--- config.mk ---
export PLATFORM = sky130hd
export DESIGN_NAME = cspr_core_regs
export DESIGN_NICKNAME = d
export VERILOG_FILES = /design/src/cspr_pkg.sv /design/src/cspr_core_regs.sv
export VERILOG_INCLUDE_DIRS = /design/src /design/src/src
export SDC_FILE = /design/constraint.sdc
export NUM_CORES = 1
export LEC_CHECK = 0
export ABC_CLOCK_PERIOD_IN_PS = 2300
export CORE_AREA = 2 2 232 234
export CTS_CLUSTER_SIZE = 16
export DETAILED_ROUTE_END_ITERATION = 10
export DIE_AREA = 0 0 234 236
export DONT_BUFFER_PORTS = 1
export PLACE_DENSITY = 0.81
export SYNTH_ARGS = -nofsm -noshare
export SYNTH_HDL_FRONTEND = slang
export SYNTH_SLANG_ARGS = --single-unit
--- constraint.sdc ---
create_clock -name CLK -period 2.3 [get_ports CLK]
set_clock_uncertainty 0.05 [all_clocks]
set_input_delay 0.23 -clock CLK [delete_from_list [all_inputs] [get_ports CLK]]
set_output_delay 0.23 -clock CLK [all_outputs]
set_load 0.1 [all_outputs]
--- src/cspr_defs.svh ---
// constants of the core status and pointer register block
// ============================================================
`ifndef CSPR_DEFS_SVH
`define CSPR_DEFS_SVH
`define CSPR_OFS_PORT0       7'h00
`define CSPR_OFS_PORT1       7'h01
`define CSPR_OFS_STATUS      7'h03
`define CSPR_OFS_PTR0_LO     7'h04
`define CSPR_OFS_PTR0_HI     7'h05
`define CSPR_OFS_PTR1_LO     7'h06
`define CSPR_OFS_PTR1_HI     7'h07
`define CSPR_OFS_BANK        7'h08
`define CSPR_OFS_ACC         7'h09
`define CSPR_OFS_PCLATCH     7'h0a
`define CSPR_OFS_INTCTL      7'h0b
`define CSPR_ADR_STKIDX      13'h1fed
`define CSPR_ADR_TOS_LO      13'h1fee
`define CSPR_ADR_TOS_HI      13'h1fef
`define CSPR_BANK_SHIFT      7
`define CSPR_BIT_TO          4
`define CSPR_BIT_PD          3
`define CSPR_BIT_Z           2
`define CSPR_BIT_DC          1
`define CSPR_BIT_C           0
`define CSPR_BIT_GIE         7
`define CSPR_BIT_PERIPHERAL_IRQ_ENABLE        6
`define CSPR_BIT_EDG         0
`define CSPR_RST_INTCTL      8'h01
`define CSPR_STACK_DEPTH     32
`endif

--- src/cspr_pkg.sv ---
// types of the core status and pointer register block
package cspr_pkg;
    typedef enum logic [3:0] {
        CSPR_ALU_NONE = 4'h0,
        CSPR_ALU_ADD  = 4'h1,
        CSPR_ALU_SUB  = 4'h2,
        CSPR_ALU_LOGIC = 4'h3,
        CSPR_ALU_RRC  = 4'h4,
        CSPR_ALU_RLC  = 4'h5
    } cspr_alu_type;
    typedef struct packed {
        cspr_alu_type op;
        logic [7:0]   a;
        logic [7:0]   b;
        logic         write_acc;
    } cspr_alu_req_type;
    typedef struct packed {
        logic watchdog_clear_instr;
        logic sleep_instr;
        logic watchdog_timeout;
    } cspr_event_type;
    typedef enum logic [2:0] {
        CSPR_WB_IDLE = 3'b001,
        CSPR_WB_ACK  = 3'b010,
        CSPR_WB_REST = 3'b100
    } cspr_wb_state_type;
endpackage

--- src/cspr_core_regs.sv ---
// core status, pointer, bank, accumulator and interrupt control registers
`timescale 1ns/1ns
`default_nettype none
`include "cspr_defs.svh"
module cspr_core_regs (
    input  wire logic                      CLK,
    input  wire logic                      SYS_RST,
    input  wire logic                      POR_BOR,
    input  wire logic [31:0]               WB_ADR_I,
    input  wire logic [31:0]               WB_DAT_I,
    input  wire logic [3:0]                WB_SEL_I,
    input  wire logic                      WB_WE_I,
    input  wire logic                      WB_CYC_I,
    input  wire logic                      WB_STB_I,
    output var  logic [31:0]               WB_DAT_O,
    output var  logic                      WB_ACK_O,
    input  wire cspr_pkg::cspr_alu_req_type ALU_REQ,
    input  wire cspr_pkg::cspr_event_type  EVENTS,
    input  wire logic                      RST_TIMEOUT_VAL,
    input  wire logic                      RST_POWERDOWN_VAL,
    input  wire logic                      IRQ_COND,
    input  wire logic                      IRQ_FLAG_CLEAR,
    output var  logic                      IRQ_FLAG,
    output var  logic [15:0]               POINTER_ZERO,
    output var  logic [15:0]               POINTER_ONE,
    output var  logic [5:0]                BANK_SELECT,
    output var  logic [7:0]                ACCUMULATOR,
    output var  logic [6:0]                PC_LATCH,
    output var  logic                      GLOBAL_IRQ_ENABLE,
    output var  logic                      PERIPH_IRQ_ENABLE,
    output var  logic                      EXT_IRQ_EDGE_SELECT,
    output var  logic [4:0]                STACK_INDEX,
    output var  logic [15:0]               STACK_TOP,
    output var  logic [7:0]                STATUS_FLAGS,
    output var  logic                      INDIRECT_REQ,
    output var  logic                      INDIRECT_WE,
    output var  logic [15:0]               INDIRECT_ADDR,
    output var  logic [7:0]                INDIRECT_WDATA,
    input  wire logic [7:0]                INDIRECT_RDATA,
    input  wire logic                      INDIRECT_DONE
);
    import cspr_pkg::*;

    // ============================================================
    // register state
    logic [15:0]       pointer_zero;
    logic [15:0]       pointer_one;
    logic [5:0]        bank_selector;
    logic [7:0]        working_accumulator;
    logic [6:0]        pc_upper_latch;
    logic [7:0]        interrupt_control;
    logic [4:0]        return_stack_index;
    logic [15:0]       stack_mem [0:`CSPR_STACK_DEPTH-1];
    logic              timeout_flag;
    logic              powerdown_flag;
    logic              zero_flag;
    logic              digit_carry_flag;
    logic              carry_flag;
    logic              irq_flag;
    cspr_wb_state_type state;

    // ============================================================
    // decode
    function automatic logic [6:0] bank_ofs(input logic [31:0] adr);
        bank_ofs = adr[8:2];
    endfunction

    logic [12:0] word_adr;
    logic [6:0]  ofs;
    logic        low_area;
    logic        req;
    logic        wr;
    logic        is_port;
    logic        port_sel;
    assign word_adr = WB_ADR_I[14:2];
    assign ofs      = bank_ofs(WB_ADR_I);
    assign low_area = (word_adr[6:0] < 7'h0c);
    assign req      = WB_CYC_I && WB_STB_I && (state == CSPR_WB_IDLE);
    assign wr       = req && WB_WE_I && WB_SEL_I[0] && !is_port;
    assign is_port  = low_area && (ofs == `CSPR_OFS_PORT0 || ofs == `CSPR_OFS_PORT1);
    assign port_sel = (ofs == `CSPR_OFS_PORT1);

    function automatic logic hit(input logic [6:0] o, input logic [6:0] want, input logic la);
        hit = la && (o == want);
    endfunction

    // ============================================================
    // alu flag results
    logic [8:0] sum;
    logic [4:0] nib;
    logic [7:0] res;
    logic       is_arith;
    always_comb begin
        is_arith = (ALU_REQ.op == CSPR_ALU_ADD) || (ALU_REQ.op == CSPR_ALU_SUB);
        if (ALU_REQ.op == CSPR_ALU_SUB) begin
            sum = {1'b0, ALU_REQ.a} + {1'b0, ~ALU_REQ.b} + 9'h001;
            nib = {1'b0, ALU_REQ.a[3:0]} + {1'b0, ~ALU_REQ.b[3:0]} + 5'h01;
        end else begin
            sum = {1'b0, ALU_REQ.a} + {1'b0, ALU_REQ.b};
            nib = {1'b0, ALU_REQ.a[3:0]} + {1'b0, ALU_REQ.b[3:0]};
        end
        case (ALU_REQ.op)
            CSPR_ALU_ADD, CSPR_ALU_SUB: res = sum[7:0];
            CSPR_ALU_LOGIC: res = ALU_REQ.a;
            CSPR_ALU_RRC: res = {carry_flag, ALU_REQ.a[7:1]};
            CSPR_ALU_RLC: res = {ALU_REQ.a[6:0], carry_flag};
            default: res = working_accumulator;
        endcase
    end

    // ============================================================
    // status flags
    always_ff @(posedge CLK) begin
        if (SYS_RST) begin
            if (POR_BOR) begin
                timeout_flag   <= 1'b1;
                powerdown_flag <= 1'b1;
            end else begin
                timeout_flag   <= RST_TIMEOUT_VAL;
                powerdown_flag <= RST_POWERDOWN_VAL;
            end
        end else begin
            if (EVENTS.watchdog_timeout) begin
                timeout_flag <= 1'b0;
            end else if (EVENTS.watchdog_clear_instr || EVENTS.sleep_instr) begin
                timeout_flag <= 1'b1;
            end
            if (EVENTS.watchdog_clear_instr) begin
                powerdown_flag <= 1'b1;
            end else if (EVENTS.sleep_instr) begin
                powerdown_flag <= 1'b0;
            end
        end
    end

    always_ff @(posedge CLK) begin
        if (SYS_RST) begin
            if (POR_BOR) begin
                zero_flag        <= 1'b0;
                digit_carry_flag <= 1'b0;
                carry_flag       <= 1'b0;
            end
        end else if (ALU_REQ.op != CSPR_ALU_NONE) begin
            if (ALU_REQ.op != CSPR_ALU_RRC && ALU_REQ.op != CSPR_ALU_RLC) begin
                zero_flag <= (res == 8'h00);
            end
            if (is_arith) begin
                digit_carry_flag <= nib[4];
                carry_flag       <= sum[8];
            end else if (ALU_REQ.op == CSPR_ALU_RRC) begin
                carry_flag <= ALU_REQ.a[0];
            end else if (ALU_REQ.op == CSPR_ALU_RLC) begin
                carry_flag <= ALU_REQ.a[7];
            end
        end else if (wr && hit(ofs, `CSPR_OFS_STATUS, low_area)) begin
            zero_flag        <= WB_DAT_I[`CSPR_BIT_Z];
            digit_carry_flag <= WB_DAT_I[`CSPR_BIT_DC];
            carry_flag       <= WB_DAT_I[`CSPR_BIT_C];
        end
    end

    // ============================================================
    // pointers, bank, accumulator, latch, control
    always_ff @(posedge CLK) begin
        if (SYS_RST) begin
            pointer_zero <= 16'h0000;
            pointer_one  <= 16'h0000;
        end else if (wr) begin
            if (hit(ofs, `CSPR_OFS_PTR0_LO, low_area)) pointer_zero[7:0]  <= WB_DAT_I[7:0];
            if (hit(ofs, `CSPR_OFS_PTR0_HI, low_area)) pointer_zero[15:8] <= WB_DAT_I[7:0];
            if (hit(ofs, `CSPR_OFS_PTR1_LO, low_area)) pointer_one[7:0]   <= WB_DAT_I[7:0];
            if (hit(ofs, `CSPR_OFS_PTR1_HI, low_area)) pointer_one[15:8]  <= WB_DAT_I[7:0];
        end
    end

    always_ff @(posedge CLK) begin
        if (SYS_RST) begin
            bank_selector  <= 6'h00;
            pc_upper_latch <= 7'h00;
        end else if (wr) begin
            if (hit(ofs, `CSPR_OFS_BANK, low_area)) bank_selector <= WB_DAT_I[5:0];
            if (hit(ofs, `CSPR_OFS_PCLATCH, low_area)) pc_upper_latch <= WB_DAT_I[6:0];
        end
    end

    always_ff @(posedge CLK) begin
        if (SYS_RST) begin
            working_accumulator <= 8'h00;
        end else if (ALU_REQ.op != CSPR_ALU_NONE && ALU_REQ.write_acc) begin
            working_accumulator <= res;
        end else if (wr && hit(ofs, `CSPR_OFS_ACC, low_area)) begin
            working_accumulator <= WB_DAT_I[7:0];
        end
    end

    always_ff @(posedge CLK) begin
        if (SYS_RST) begin
            interrupt_control <= `CSPR_RST_INTCTL;
        end else if (wr && hit(ofs, `CSPR_OFS_INTCTL, low_area)) begin
            interrupt_control[`CSPR_BIT_GIE]  <= WB_DAT_I[`CSPR_BIT_GIE];
            interrupt_control[`CSPR_BIT_PERIPHERAL_IRQ_ENABLE] <= WB_DAT_I[`CSPR_BIT_PERIPHERAL_IRQ_ENABLE];
            interrupt_control[`CSPR_BIT_EDG]  <= WB_DAT_I[`CSPR_BIT_EDG];
        end
    end

    // flag sets on its condition whatever the enables; set wins over clear
    always_ff @(posedge CLK) begin
        if (SYS_RST) begin
            irq_flag <= 1'b0;
        end else if (IRQ_COND) begin
            irq_flag <= 1'b1;
        end else if (IRQ_FLAG_CLEAR) begin
            irq_flag <= 1'b0;
        end
    end

    // ============================================================
    // return stack and window
    always_ff @(posedge CLK) begin
        if (SYS_RST) begin
            return_stack_index <= 5'h00;
        end else if (wr && word_adr == `CSPR_ADR_STKIDX) begin
            return_stack_index <= WB_DAT_I[4:0];
        end
    end

    always_ff @(posedge CLK) begin
        if (wr && word_adr == `CSPR_ADR_TOS_LO) begin
            stack_mem[return_stack_index][7:0] <= WB_DAT_I[7:0];
        end
        if (wr && word_adr == `CSPR_ADR_TOS_HI) begin
            stack_mem[return_stack_index][15:8] <= WB_DAT_I[7:0];
        end
    end

    // ============================================================
    // wishbone slave with indirect port forwarding
    logic [7:0] rd;
    logic [7:0] status_byte;
    assign status_byte = {3'h0, timeout_flag, powerdown_flag, zero_flag, digit_carry_flag, carry_flag};
    always_comb begin
        rd = 8'h00;
        if (word_adr == `CSPR_ADR_STKIDX) rd = {3'h0, return_stack_index};
        else if (word_adr == `CSPR_ADR_TOS_LO) rd = stack_mem[return_stack_index][7:0];
        else if (word_adr == `CSPR_ADR_TOS_HI) rd = stack_mem[return_stack_index][15:8];
        else if (low_area) begin
            case (ofs)
                `CSPR_OFS_STATUS:  rd = status_byte;
                `CSPR_OFS_PTR0_LO: rd = pointer_zero[7:0];
                `CSPR_OFS_PTR0_HI: rd = pointer_zero[15:8];
                `CSPR_OFS_PTR1_LO: rd = pointer_one[7:0];
                `CSPR_OFS_PTR1_HI: rd = pointer_one[15:8];
                `CSPR_OFS_BANK:    rd = {2'h0, bank_selector};
                `CSPR_OFS_ACC:     rd = working_accumulator;
                `CSPR_OFS_PCLATCH: rd = {1'b0, pc_upper_latch};
                `CSPR_OFS_INTCTL:  rd = interrupt_control & 8'hc1;
                default:           rd = 8'h00;
            endcase
        end
    end

    always_ff @(posedge CLK) begin
        if (SYS_RST) begin
            state          <= CSPR_WB_IDLE;
            WB_ACK_O       <= 1'b0;
            WB_DAT_O       <= 32'h0000_0000;
            INDIRECT_REQ   <= 1'b0;
            INDIRECT_WE    <= 1'b0;
            INDIRECT_ADDR  <= 16'h0000;
            INDIRECT_WDATA <= 8'h00;
        end else begin
            case (state)
                CSPR_WB_IDLE: begin
                    WB_ACK_O <= 1'b0;
                    if (req && is_port) begin
                        INDIRECT_REQ   <= 1'b1;
                        INDIRECT_WE    <= WB_WE_I && WB_SEL_I[0];
                        INDIRECT_ADDR  <= port_sel ? pointer_one : pointer_zero;
                        INDIRECT_WDATA <= WB_DAT_I[7:0];
                        state          <= CSPR_WB_ACK;
                    end else if (req) begin
                        WB_ACK_O <= 1'b1;
                        WB_DAT_O <= {24'h000000, rd};
                        state    <= CSPR_WB_REST;
                    end
                end
                CSPR_WB_ACK: begin
                    INDIRECT_REQ <= 1'b0;
                    if (INDIRECT_DONE) begin
                        WB_ACK_O <= 1'b1;
                        WB_DAT_O <= {24'h000000, INDIRECT_RDATA};
                        state    <= CSPR_WB_REST;
                    end
                end
                CSPR_WB_REST: begin
                    WB_ACK_O <= 1'b0;
                    state    <= CSPR_WB_IDLE;
                end
                default: begin
                    WB_ACK_O <= 1'b0;
                    state    <= CSPR_WB_IDLE;
                end
            endcase
        end
    end

    // ============================================================
    // registered outputs
    always_ff @(posedge CLK) begin
        if (SYS_RST) begin
            POINTER_ZERO        <= 16'h0000;
            POINTER_ONE         <= 16'h0000;
            BANK_SELECT         <= 6'h00;
            ACCUMULATOR         <= 8'h00;
            PC_LATCH            <= 7'h00;
            GLOBAL_IRQ_ENABLE   <= 1'b0;
            PERIPH_IRQ_ENABLE   <= 1'b0;
            EXT_IRQ_EDGE_SELECT <= 1'b1;
            STACK_INDEX         <= 5'h00;
            STACK_TOP           <= 16'h0000;
            STATUS_FLAGS        <= 8'h00;
            IRQ_FLAG            <= 1'b0;
        end else begin
            POINTER_ZERO        <= pointer_zero;
            POINTER_ONE         <= pointer_one;
            BANK_SELECT         <= bank_selector;
            ACCUMULATOR         <= working_accumulator;
            PC_LATCH            <= pc_upper_latch;
            GLOBAL_IRQ_ENABLE   <= interrupt_control[`CSPR_BIT_GIE];
            PERIPH_IRQ_ENABLE   <= interrupt_control[`CSPR_BIT_PERIPHERAL_IRQ_ENABLE];
            EXT_IRQ_EDGE_SELECT <= interrupt_control[`CSPR_BIT_EDG];
            STACK_INDEX         <= return_stack_index;
            STACK_TOP           <= stack_mem[return_stack_index];
            STATUS_FLAGS        <= status_byte;
            IRQ_FLAG            <= irq_flag;
        end
    end
endmodule // cspr_core_regs
`default_nettype wire

==> summary.md <==
| Metric | Value |
|---|---|
| Yosys top cell area share | `0.543` |
| EDFF count, synth | `517` |
| Total track usage | `0.296` |
| # nets final | `2,460` |
| Synthesized area | `28,600 um^2` |
| CTS tree | `built` |
| CTS Buf Count | `69` |
| VDD IR max | `0.585 mV` |
| Critical Path RT | `2.75 ns` |
| Routed via count | `19,700` |
| Final Hold Fails | `0` |
| Die ar. | `55,200 um^2` |
| Critical path class | `flip-flop to flip-flop` |
| Slew @ Worst Pin | `0.719 ns` |
| CP max FO | `11` |
| Total power | `0.0264 W` |
| Failing checks | `setup timing` |
| GRT Residual Overflow | `0` |
| Seq/Total Area, Yosys | `0.674` |
| Wire per inst | `27.4 um` |
| Share of the clock period used by the worst path | `1.13` |
| Post-layout util | `0.683` |
| Final antenna-violating net count | `0` |
| Clock sink count | `705` |
| Post-detail-place hpwl | `47.3 mm` |
| Crit. End Element | `flip-flop` |
| Min Tclk post-route | `2.59 ns` |
| Number of buffers added on ports | `0` |
| Detailed Routing Iterations Pass 1 | `6` |
| Final hold slack | `0.0523 ns` |
| Synth Warn # | `0` |
| Final slew viol count | `0` |
| Synth Area in Simple Gates | `0.0864` |
| Max_slew headroom | `0.508` |
| Residual DRC | `0` |
| Status | `complete, but fails checks` |
| Final WS setup | `-0.293 ns` |
| Synthesis-to-finish area growth | `26.6%` |
| Ys async rst share | `0` |
| Top FF cell, synth | `edfxtp_1` |
| Xor and xnor area share after synthesis | `0.00122` |
| Largest net degree at the start of global routing | `112` |
| Synth Register Bits | `705` |
| Antenna violations before repair | `4` |
| FF-to-FF setup slack | `-0.29 ns` |
| Htree depth | `3` |
| Number of distinct library cells after synthesis | `81` |
| Area leader, netlist | `edfxtp_1` |
| Ports | `256` |
| Final Wtd Congestion | `0.918` |
| Die Y-Extent | `236 um` |
| Share of cells above drive strength 1 | `0.292` |
| Most frequent cells in the layout | `edfxtp_1, buf_4, dfxtp_1` |
| Clock latency on the worst-skew pair | `0.62 ns` |
| Number of max-cap violations | `0` |
| Adder-cell share of the synthesized area | `0.00883` |
| Fmax | `386 MHz` |
| First-pass GRT wire length | `121 mm` |
| Core area | `53,100 um^2` |
| Top post-synthesis cells by area | `edfxtp_1, dfxtp_1, mux4_2` |
| Largest family of logic cells by synthesized area | `multiplexers` |
| RSZ-0062 raised after global routing | `true` |
| Clock slew at reported path FFs | `0.06 ns` |
| Leakage | `12.6 nW` |
| DIE WIDTH | `234 um` |
| Mux cell area share after synthesis | `0.132` |
| # rows | `85` |
| Worst hold path type | `primary input to flip-flop` |
| CP arrival | `3.05 ns` |
| Clock root buffer | `clkbuf_16` |
| Drt total wl | `84.5 mm` |
| Power per Cell Area | `727 nW/um^2` |
| Post-synthesis compound-gate area fraction | `0.0676` |
| Synth Instances | `1,941` |
| Final setup viols | `51` |
| CP Launch Type | `flip-flop` |
| Mean Syn Cell Area | `14.7 um^2` |
| Vias per cell | `6.38` |
| Vias in the first global route | `19,400` |
| CTS Buffer Depth | `3` |
| Violation count after the first detailed-route iteration | `2,709` |
| Starting Density | `0.539` |
| Leading cell type in the layout, fill and taps excluded | `edfxtp_1` |
## cell usage after synthesis, types with 11 or more instances
| master | n |
|---|---|
| nor3_1 | 21 |
| and3_1 | 18 |
| dfxtp_1 | 188 |
| o21ai_0 | 24 |
| a22oi_1 | 26 |
| clkbuf_1 | 59 |
| mux2i_1 | 130 |
| mux4_2 | 108 |
| ha_1 | 17 |
| nand3_1 | 29 |
| o221ai_1 | 23 |
| buf_2 | 33 |
| a221oi_1 | 12 |
| nor2_1 | 163 |
| buf_4 | 34 |
| a211oi_1 | 22 |
| edfxtp_1 | 517 |
| nor2b_1 | 78 |
| a21oi_1 | 98 |
| buf_1 | 11 |
| inv_1 | 26 |
| nand2_1 | 145 |
## worst max-delay path, stage by stage, from the launching register on
cell and delay [ns]:
dfxtp_4 0.41, buf_4 0.14, buf_12 0.15, mux4_2 0.56
mux4_2 0.53, mux2i_1 0.18, buf_4 0.17, a31oi_1 0.08
a22o_1 0.20
## repair_timing
action,4_1_cts,5_1_grt
gates resized for setup,126,71
endpoints found under the hold margin,708,1
setup endpoints to repair,398,526
pin swaps,21,22
setup buffers,15,21
gates cloned,2,3
hold buffers,116,1
## cell type report
class | instances | area (um^2)
clock buffers | 99 | 2020
inverters | 28 | 105
flip-flops and latches | 705 | 19300
diodes | 5 | 12.5
fillers | 3183 | 16800
clock inverters | 26 | 243
repair buffers | 435 | 4340
well taps | 696 | 871
multi-input cells | 1091 | 9350
## metrics by stage
stage	area, um^2	instances	setup WS [ns]	setup TNS (ns)
finish	36200	3085	-0.293	-4.47
global route	36200	3081	-0.340	-7.40
CTS	35600	3059	-0.229	-2.49
detailed placement	31400	2801	-0.388	-45.06
global placement	31400	2801	-0.334	-25.80
floorplan	28800	1967	-0.108	-18.32
## routing by layer
metal / GRT usage / vias to the layer above / part of all wire
li1: - / 8142 / -
met1: 0.365 / 9828 / 0.35
met2: 0.495 / 1415 / 0.50
met3: 0.0716 / 284 / 0.10
met4: 0.135 / 4 / 0.047
met5: 0 / - / 0.00037
## report_power, final
| group | internal, W | total [W] | switching, W | leakage [nW] |
|---|---|---|---|---|
| Clock | 0.00657 | 0.0114 | 0.00478 | 1.11 |
| Combinational | 0.000371 | 0.00129 | 0.000920 | 5.28 |
| Sequential | 0.0137 | 0.0137 | 0.0000469 | 6.18 |
| Total | 0.0206 | 0.0264 | 0.00575 | 12.6 |
## path summary, 6_finish.rpt
check | startpoint | end | cells after the start
hold reg to reg | bank_selector[5]$_SDFFE_PP0P_ | bank_selector[5]$_SDFFE_PP0P_ | 2
hold / removal | WB_ADR_I[3] | WB_DAT_O[2]$_SDFFE_PP0P_ | 5
setup / recovery | flip-flop | WB_DAT_O[0]$_SDFFE_PP0P_ | 8
setup reg to reg | flip-flop | WB_DAT_O[0]$_SDFFE_PP0P_ | 8
## flip-flops by register name, indices dropped and copies added (netlist names), 7 cells and up, named ones only
name,count
stack_mem,512
INDIRECT_ADDR,16
POINTER_ONE,16
POINTER_ZERO,16
STACK_TOP,16
pointer_one,16
pointer_zero,16
ACCUMULATOR,8
INDIRECT_WDATA,8
WB_DAT_O,8
working_accumulator,8
PC_LATCH,7
pc_upper_latch,7
## logic make-up after synthesis
| logic type | count (synthesis) |
|---|---|
| xor gates and xnor gates | 4 |
| and+or+nand+nor | 515 |
| buffers and inverters | 171 |
| other | 1 |
| DFF | 705 |
| adders and majority gates | 19 |
| muxes | 241 |
| AOI/OAI and AO/OA | 285 |
No activity file was read; power rests on OpenSTA's default activity.
